[config.mk]
export PLATFORM = sky130hd
export DESIGN_NAME = wri_top
export DESIGN_NICKNAME = d
export VERILOG_FILES = /design/src/core/wri_pkg.sv /design/src/core/wri_top.sv /design/src/core/wri_stack_mem.sv
export SDC_FILE = /design/constraint.sdc
export NUM_CORES = 1
export LEC_CHECK = 0
export BUFFER_PORTS_ARGS = -buffer_cell sky130_fd_sc_hd__buf_2
export CAP_MARGIN = 40
export CORE_MARGIN = 1
export CORE_UTILIZATION = 65
export DETAILED_ROUTE_END_ITERATION = 12
export PLACE_DENSITY = 0.83
export SYNTH_ARGS = -nofsm -noshare
export SYNTH_HDL_FRONTEND = slang
export SYNTH_HIERARCHICAL = 1
export SYNTH_SLANG_ARGS = --single-unit
[constraint.sdc]
create_clock -name pclk -period 10.5 [get_ports pclk]
set_clock_uncertainty 0.15 [all_clocks]
set_input_delay 3.15 -clock pclk [delete_from_list [all_inputs] [get_ports pclk]]
set_output_delay 3.15 -clock pclk [all_outputs]
set_load 0.05 [all_outputs]
[src/core/wri_pkg.sv]
// package: shared constants and types for the wake-up and reset entry block
package wri_pkg;

	// ------------------------------------------------------------
	// widths
	// ------------------------------------------------------------
	localparam int PC_W = 21;
	localparam int SP_W = 5;
	localparam int ADDR_W = 12;
	localparam int STK_DEPTH = 32;

	// ------------------------------------------------------------
	// vectors and reset values
	// ------------------------------------------------------------
	localparam logic [PC_W-1:0] RESET_VECTOR = 21'h000000;
	localparam logic [PC_W-1:0] HIGH_VECTOR = 21'h000008;
	localparam logic [PC_W-1:0] LOW_VECTOR = 21'h000018;
	localparam logic [SP_W-1:0] SP_RESET = 5'h00;
	localparam logic [SP_W-1:0] SP_ONE = 5'h01;
	localparam logic [SP_W-1:0] SP_MAX = 5'h1f;

	// ------------------------------------------------------------
	// register byte addresses (apb, one word each)
	// ------------------------------------------------------------
	localparam logic [ADDR_W-1:0] A_CTRL = 12'h000;
	localparam logic [ADDR_W-1:0] A_STATUS = 12'h004;
	localparam logic [ADDR_W-1:0] A_PC = 12'h008;
	localparam logic [ADDR_W-1:0] A_SP = 12'h00c;
	localparam logic [ADDR_W-1:0] A_TOS = 12'h010;
	localparam logic [ADDR_W-1:0] A_INTCTL = 12'h014;
	localparam logic [ADDR_W-1:0] A_PFLAG = 12'h018;
	localparam logic [ADDR_W-1:0] A_CAUSE = 12'h01c;

	// ------------------------------------------------------------
	// field positions
	// ------------------------------------------------------------
	localparam int CTRL_GLOBAL_HIGH_IRQ_ENABLE = 0;
	localparam int CTRL_GLOBAL_LOW_IRQ_ENABLE = 1;
	localparam int CTRL_SLEEP = 2;
	localparam int CTRL_W = 3;
	localparam int INTCTL_W = 3;
	localparam int PFLAG_W = 8;
	// flag registers: interrupt_control_regs bits 2:0, peripheral_flag_regs bits 7:0
	localparam logic [INTCTL_W-1:0] INTCTL_RESET = 3'h0;
	localparam logic [PFLAG_W-1:0] PFLAG_RESET = 8'h00;
	localparam logic [CTRL_W-1:0] CTRL_POR = 3'h0;

	// reset / wake-up class codes, one-hot
	typedef enum logic [3:0] {
		CL_NONE = 4'b0001,
		CL_POR = 4'b0010,
		CL_WARM = 4'b0100,
		CL_WAKE = 4'b1000
	} wri_class_t;

	typedef enum logic [2:0] {
		ST_RUN = 3'b001,
		ST_SLEEP = 3'b010,
		ST_VECT = 3'b100
	} wri_state_t;

	// wake source bundle from the outside world
	typedef struct packed {
		logic wdt;
		logic hi_pri;
		logic [INTCTL_W-1:0] int_src;
		logic [PFLAG_W-1:0] per_src;
	} wri_wake_t;

endpackage

[src/core/wri_top.sv]
// file: reset-class and wake-up entry logic with apb registers
`timescale 1ns/1ps

// What this block does
// - interrupt wake sets cause flag bits
// - enabled interrupt wake loads vector 0008h/0018h
// - enabled interrupt wake saves pc to top-of-stack
// - enabled interrupt wake advances stack pointer
// - unimplemented bits always read zero
// - unchanged bits hold; unknown bits undefined
// - some bits depend on reset condition
// - every reset clears stack pointer to zero
// - push increments pointer, then writes entry
module wri_top
	import wri_pkg::*;
(
	input wire logic pclk,
	input wire logic presetn,
	input wire logic por_req,
	input wire logic external_reset_pin,
	input wire logic watchdog_timer,
	input wire logic reset_instr,
	input wire logic stack_fault,
	input wire wri_wake_t wake_in,
	input wire logic psel,
	input wire logic penable,
	input wire logic pwrite,
	input wire logic [ADDR_W-1:0] paddr,
	input wire logic [31:0] pwdata,
	output logic [31:0] prdata,
	output logic pready,
	output logic pslverr,
	output logic [PC_W-1:0] program_counter,
	output logic [SP_W-1:0] return_stack_pointer,
	output logic sleeping,
	output logic [3:0] last_class
);

	// ------------------------------------------------------------
	// input synchronisers (pins from outside the clock domain)
	// ------------------------------------------------------------
	localparam int NSYNC = 6 + INTCTL_W + PFLAG_W;
	logic [NSYNC-1:0] sync1_r;
	logic [NSYNC-1:0] sync2_r;
	logic [NSYNC-1:0] raw_in;
	assign raw_in = {por_req, external_reset_pin, watchdog_timer, reset_instr, stack_fault,
		wake_in.hi_pri, wake_in.int_src, wake_in.per_src};

	always_ff @(posedge pclk or negedge presetn) begin
		if (!presetn) begin
			sync1_r <= '0;
			sync2_r <= '0;
		end else begin
			sync1_r <= raw_in;
			sync2_r <= sync1_r;
		end
	end

	logic s_por, s_pin, s_wdt, s_rsti, s_stkf, s_hi;
	logic [INTCTL_W-1:0] s_int;
	logic [PFLAG_W-1:0] s_per;
	assign {s_por, s_pin, s_wdt, s_rsti, s_stkf, s_hi, s_int, s_per} = sync2_r;

	// ------------------------------------------------------------
	// state
	// ------------------------------------------------------------
	wri_state_t state_r, state_nxt;
	logic [CTRL_W-1:0] ctrl_r, ctrl_nxt;
	logic [INTCTL_W-1:0] intctl_r, intctl_nxt;
	logic [PFLAG_W-1:0] pflag_r, pflag_nxt;
	logic [PC_W-1:0] pc_r, pc_nxt;
	logic [SP_W-1:0] sp_r, sp_nxt;
	logic [3:0] class_r, class_nxt;
	logic [PC_W-1:0] tos_rd;

	// ------------------------------------------------------------
	// event decode
	// ------------------------------------------------------------
	wire warm_rst = s_pin | s_wdt | s_rsti | s_stkf;
	wire int_wake = (|s_int) | (|s_per);
	wire wdt_wake = s_wdt;
	wire gie_any = ctrl_r[CTRL_GLOBAL_HIGH_IRQ_ENABLE] | ctrl_r[CTRL_GLOBAL_LOW_IRQ_ENABLE];
	wire asleep = (state_r == ST_SLEEP);
	wire do_wake = asleep & !s_por & !warm_rst & int_wake;
	wire do_vect = do_wake & gie_any;
	// high vector when hi_pri and the high enable are set, or whenever the low enable is clear; otherwise low vector
	wire use_high = s_hi & ctrl_r[CTRL_GLOBAL_HIGH_IRQ_ENABLE] | !ctrl_r[CTRL_GLOBAL_LOW_IRQ_ENABLE];
	wire [PC_W-1:0] vect = use_high ? HIGH_VECTOR : LOW_VECTOR;
	// saturate so a full stack never wraps onto the reset marker slot
	wire [SP_W-1:0] sp_inc = (sp_r == SP_MAX) ? SP_MAX : sp_r + SP_ONE;
	wire push_we = (state_r == ST_VECT);

	// ------------------------------------------------------------
	// apb decode
	// ------------------------------------------------------------
	wire acc = psel & penable;
	wire wr = acc & pwrite;
	wire hit_ctrl = (paddr == A_CTRL);
	wire hit_pc = (paddr == A_PC);
	wire hit_sp = (paddr == A_SP);
	wire hit_ic = (paddr == A_INTCTL);
	wire hit_pf = (paddr == A_PFLAG);
	wire mapped = hit_ctrl | hit_pc | hit_sp | hit_ic | hit_pf | (paddr == A_STATUS)
		| (paddr == A_TOS) | (paddr == A_CAUSE);

	function automatic logic [31:0] rd_mux(input logic [ADDR_W-1:0] a);
		logic [31:0] v;
		v = 32'h0000_0000;
		case (a)
			A_CTRL: v = {29'h0, ctrl_r};
			A_STATUS: v = {29'h0, state_r};
			A_PC: v = {11'h0, pc_r};
			A_SP: v = {27'h0, sp_r};
			A_TOS: v = {11'h0, tos_rd};
			A_INTCTL: v = {29'h0, intctl_r};
			A_PFLAG: v = {24'h0, pflag_r};
			A_CAUSE: v = {28'h0, class_r};
			default: v = 32'h0000_0000;
		endcase
		return v;
	endfunction

	// ------------------------------------------------------------
	// next-state logic
	// ------------------------------------------------------------
	always_comb begin
		state_nxt = state_r;
		ctrl_nxt = ctrl_r;
		intctl_nxt = intctl_r;
		pflag_nxt = pflag_r;
		pc_nxt = pc_r;
		sp_nxt = sp_r;
		class_nxt = CL_NONE;
		// software writes first so hardware events below win over them
		if (wr && hit_ctrl) ctrl_nxt = pwdata[CTRL_W-1:0];
		if (wr && hit_pc) pc_nxt = pwdata[PC_W-1:0];
		if (wr && hit_sp) sp_nxt = pwdata[SP_W-1:0];
		if (wr && hit_ic) intctl_nxt = intctl_r & ~pwdata[INTCTL_W-1:0];
		if (wr && hit_pf) pflag_nxt = pflag_r & ~pwdata[PFLAG_W-1:0];
		if (wr && hit_ctrl && pwdata[CTRL_SLEEP]) state_nxt = ST_SLEEP;
		// flags are sticky whenever a source fires
		intctl_nxt = intctl_nxt | s_int;
		pflag_nxt = pflag_nxt | s_per;
		case (state_r)
			ST_RUN: begin
			end
			ST_SLEEP: begin
				if (do_vect) begin
					pc_nxt = vect;
					sp_nxt = sp_inc;
					state_nxt = ST_VECT;
					class_nxt = CL_WAKE;
				end else if (do_wake || (wdt_wake && !s_por)) begin
					state_nxt = ST_RUN;
					class_nxt = CL_WAKE;
				end
			end
			ST_VECT: state_nxt = ST_RUN;
			default: state_nxt = ST_RUN;
		endcase
		ctrl_nxt[CTRL_SLEEP] = 1'b0;
		// warm resets: pc, sp, ctrl return; flag bits keep their value
		if (warm_rst && !(asleep && wdt_wake && !s_pin && !s_rsti && !s_stkf)) begin
			pc_nxt = RESET_VECTOR;
			sp_nxt = SP_RESET;
			ctrl_nxt = CTRL_POR;
			state_nxt = ST_RUN;
			class_nxt = CL_WARM;
		end
		// power-on and brown-out: everything to its cold value
		if (s_por) begin
			pc_nxt = RESET_VECTOR;
			sp_nxt = SP_RESET;
			ctrl_nxt = CTRL_POR;
			intctl_nxt = INTCTL_RESET;
			pflag_nxt = PFLAG_RESET;
			state_nxt = ST_RUN;
			class_nxt = CL_POR;
		end
	end

	// push writes the saved pc one cycle after the pointer moved
	logic [PC_W-1:0] saved_pc_r;
	always_ff @(posedge pclk or negedge presetn) begin
		if (!presetn) begin
			saved_pc_r <= RESET_VECTOR;
		end else if (do_vect && state_r == ST_SLEEP) begin
			saved_pc_r <= pc_r;
		end
	end

	wri_stack_mem u_stack (
		.pclk(pclk),
		.we(push_we),
		.waddr(sp_r),
		.wdata(saved_pc_r),
		.raddr(sp_nxt),
		.rdata(tos_rd)
	);

	// ------------------------------------------------------------
	// registers
	// ------------------------------------------------------------
	always_ff @(posedge pclk or negedge presetn) begin
		if (!presetn) begin
			state_r <= ST_RUN;
			ctrl_r <= CTRL_POR;
			intctl_r <= INTCTL_RESET;
			pflag_r <= PFLAG_RESET;
			pc_r <= RESET_VECTOR;
			sp_r <= SP_RESET;
			class_r <= CL_POR;
		end else begin
			state_r <= state_nxt;
			ctrl_r <= ctrl_nxt;
			intctl_r <= intctl_nxt;
			pflag_r <= pflag_nxt;
			pc_r <= pc_nxt;
			sp_r <= sp_nxt;
			if (class_nxt != CL_NONE) class_r <= class_nxt;
		end
	end

	// registered outputs; apb answers in the access cycle, zero wait
	always_ff @(posedge pclk or negedge presetn) begin
		if (!presetn) begin
			prdata <= 32'h0000_0000;
			pready <= 1'b0;
			pslverr <= 1'b0;
			program_counter <= RESET_VECTOR;
			return_stack_pointer <= SP_RESET;
			sleeping <= 1'b0;
			last_class <= CL_POR;
		end else begin
			pready <= psel & !penable;
			pslverr <= psel & !penable & !mapped;
			prdata <= (psel & !penable & !pwrite) ? rd_mux(paddr) : 32'h0000_0000;
			program_counter <= pc_nxt;
			return_stack_pointer <= sp_nxt;
			sleeping <= (state_nxt == ST_SLEEP);
			last_class <= (class_nxt != CL_NONE) ? class_nxt : class_r;
		end
	end
endmodule

[src/core/wri_stack_mem.sv]
// file: return-stack storage, registered read port
`timescale 1ns/1ps

module wri_stack_mem
	import wri_pkg::*;
(
	input wire logic pclk,
	input wire logic we,
	input wire logic [SP_W-1:0] waddr,
	input wire logic [PC_W-1:0] wdata,
	input wire logic [SP_W-1:0] raddr,
	output logic [PC_W-1:0] rdata
);

	logic [PC_W-1:0] mem [STK_DEPTH];

	// no reset: contents are undefined after power-up, by design
	always_ff @(posedge pclk) begin
		if (we) begin
			mem[waddr] <= wdata;
		end
		rdata <= (raddr == SP_RESET) ? RESET_VECTOR : mem[raddr];
	end

endmodule

==> impl_metrics.ini <==
[yosys]
synth_top_family_by_area = multiplexers
ys_top_cells_by_area = edfxtp_1 (64%), mux4_2 (9.9%), dfrtp_1 (9.8%)
synthArstFlopShare_pct = 15.3
synth_fa_ha_area_share_pct = 0.0397
synth_cell_types = 72
synth_top_area_cell = edfxtp_1
synth_area_um2 = 31500
synth_compound_area_share_pct = 5.31
ys_ff_latch = 818
yosys.area.top_type_share_pct = 64.0
synth-main-ff-cell = edfxtp_1
synth-edff-count = 672
synth-xor-area-share_pct = 0.0555
avgSynthCellArea_um2 = 19.4
yosys.area_share.simple_pct = 3.72
synth_warnings = 6
yosysSeqAreaShare_pct = 75.2
synth_cells = 1629
synth.area.mux_share_pct = 13.5

[floorplanning]
core_um2 = 47800
initial_core_util_pct = 65.9
die_h_um = 222
rows = 80
io_pins = 132
die_w_um = 222
dieArea_um2 = 49400

[timing]
finalSetupTns_ns = 0
layout_min_cycle_time_ns = 7.14
postLayoutSetupSlackWorst_ns = 3.36
whs_ns = 0.195
worst_pin_slew_ns = 0.975
hold_violations = 0
rsz0062_at_grt = false
setup_violations = 0
maxSlewHeadroom_pct = 35.0
fin_crit_sh_pct = 68.0
max_freq_mhz = 140
finalMaxSlewViolations = 0

[setup_path]
cpPeakStageDelay_ns = 0.84
cp-startpoint = paddr[9]
worstSetupEndpointType = register
required_ns = 10.80
cp_slowest_cell = a2111oi_1
crit_top_cell = nor3_1
cp_data_arrival_time_ns = 7.44
criticalPathCategory = primary input to register
crit_chain = buf_2 > or4_4 > nor3_1 > buf_4 > nand3_1 > a31oi_4 > buf_12 > mux4_2 > a22o_1 > a2111oi_1 > nor3_1
r2r_start = sync2_r[16]
cp_max_fo = 103
critPathLaunchType = primary input

[clock_network]
clkSlewWorstSetupHoldPaths_ns = 0.07
cts_tree = yes
cts_hold_buf = 0
clockBufferDepth = 3
cts_setup_buffers = 0
ctsResizeCount = 0
root_buffer = clkbuf_16
clkLatencyLatePin_ns = 0.63
htree_levels = 3
cts_buffers = 78
cts_sinks = 818

[placement]
hpwl_mm = 45.2
dp_slack_ns = 2.84
placed_cell_area_um2 = 33400
numPortBuffers = 108
gp_congestion = 0.884
place_inst = 2339

[global_routing]
grt_usage_pct = 33.6
top_usage_layer = met2
grt_pass1_vias = 17700
antenna_found_initial = 1
met3_usage_pct = 6.52
met2_usage_pct = 51.8
grt_max_degree = 104
use_met1_pct = 46.1
grt_pass1_wl_mm = 117
overflow = 0

[hold_path]
hold_class = register to register
hold_path_startpoint = sync1_r[0]

[power_and_ir_drop]
p_int_mw = 5.17
total_power_mw = 6.43
pwr-share-clk_pct = 44.9
power_frac_comb_pct = 0.9
p_per_area_nw_per_um2 = 178
total_leakage_power_nw = 10.6
seq_power_share_pct = 54.2
p_sw_mw = 1.26
ir_drop_v = 0.000129
switching_share_pct = 19.6

[run_status]
status = complete, no violations

[detailed_routing]
totalWireLength_mm = 81.3
ant_nets = 0
drtIter0Drc = 2707
num_vias = 17800
via_per_inst = 7.16
drt-pass1-iter-count = 8
route.detailed.drc = 0
avgRoutedWirePerCell_um = 32.7

[layout]
stdcell_area_um2 = 36100
nFillCells = 2433
syn2layout_area_growth_pct = 14.4
fin_cells = 2486
layout.nets = 1876
utilization_pct = 75.4
drive_gt1_share_pct = 29.4
multi_input_area_um2 = 7340
antenna_cells = 0
final_common_cell = edfxtp_1
register_area_um2 = 23700
layout_common_cells = edfxtp_1 (672), mux4_2 (138), dfrtp_1 (123)

[run]
drv_cap = 0
-- sequential cells by signal, summed over array words and instances (netlist names), 8 cells and up --
register         cells
program_counter     21
sync1_r             17
pflag_r              8
sync2_r             17
prdata              21
saved_pc_r          21
u_stack/mem        672
u_stack/rdata       21
-- final cells by class --
| type | count | share of cell area [%] |
|---|---|---|
| clock buffer | 96 | 5.93 |
| multi-input combinational | 700 | 20.3 |
| inverter | 17 | 0.177 |
| tap | 615 | 2.13 |
| clock inverter | 47 | 1.36 |
| timing repair buffer | 193 | 4.30 |
| sequential | 818 | 65.8 |
-- worst max-delay path, delay by kind of cell --
family / cells / cell delay [ns]
and+or+nand+nor: 4 / 1.09
muxes: 1 / 0.60
AOI/OAI and AO/OA: 3 / 1.53
buffers and inverters: 3 / 0.85
-- power by group through the flow --
stage	registers (mW)	logic, mW	clock network, mW
6_report	3.48	0.0590	2.89
5_1_grt	3.48	0.0644	3.02
4_1_cts	3.48	0.0589	2.91
3_5_place_dp	3.55	0.0586	0
3_3_place_gp	3.55	0.0564	0
2_1_floorplan	3.55	0.0323	0
-- synth_stat cells, types with 4 or more instances --
cell and n:
buf_6 11, nor3_1 25, a22oi_1 13, nand2_1 13
a2111oi_2 12, or3_1 7, o21ai_0 33, nor2_1 74
nor3b_1 4, a2111oi_0 14, mux4_2 138, or3b_2 8
a22o_1 31, clkbuf_1 43, o22ai_1 31, nand3_1 40
a2111oi_1 5, buf_4 19, dfxtp_1 21, nand3b_1 8
a41o_1 4, a21oi_1 28, a311oi_1 9, mux2_2 27
a31oi_1 6, edfxtp_1 672, dfrtp_1 123, buf_1 8
mux2i_1 83, a32oi_1 4, a221oi_1 6, nor2b_1 6
and3_1 6, nor4_1 7, buf_2 18, inv_1 17
-- metal layers --
metal | share of wire, % | vias to the layer above
met5 | 0 | -
li1 | - | 7006
met2 | 47 | 1518
met1 | 35 | 9043
met3 | 13 | 236
met4 | 5.7 | 0
-- path summary, 6_finish.rpt --
check,to,slack [ns],cells past startpoint
min reg2reg,sync2_r[0],0.20,0
max,u_stack/rdata[16],3.36,11
min in group asynchronous,sync2_r[9],2.43,1
max in group asynchronous,program_counter[16],6.44,2
max reg2reg,u_stack/rdata[16],5.17,9
min,sync2_r[0],0.20,0
-- kinds of logic after synthesis --
logic type	after synthesis
AND/OR/NAND/NOR	219
buffers and inverters	121
flip-flops	818
other	1
AO/OA/AOI/OAI	219
multiplexers	248
XOR/XNOR	2
adder cells (fa/ha/maj)	1
Power figures use the tool's default switching activity.
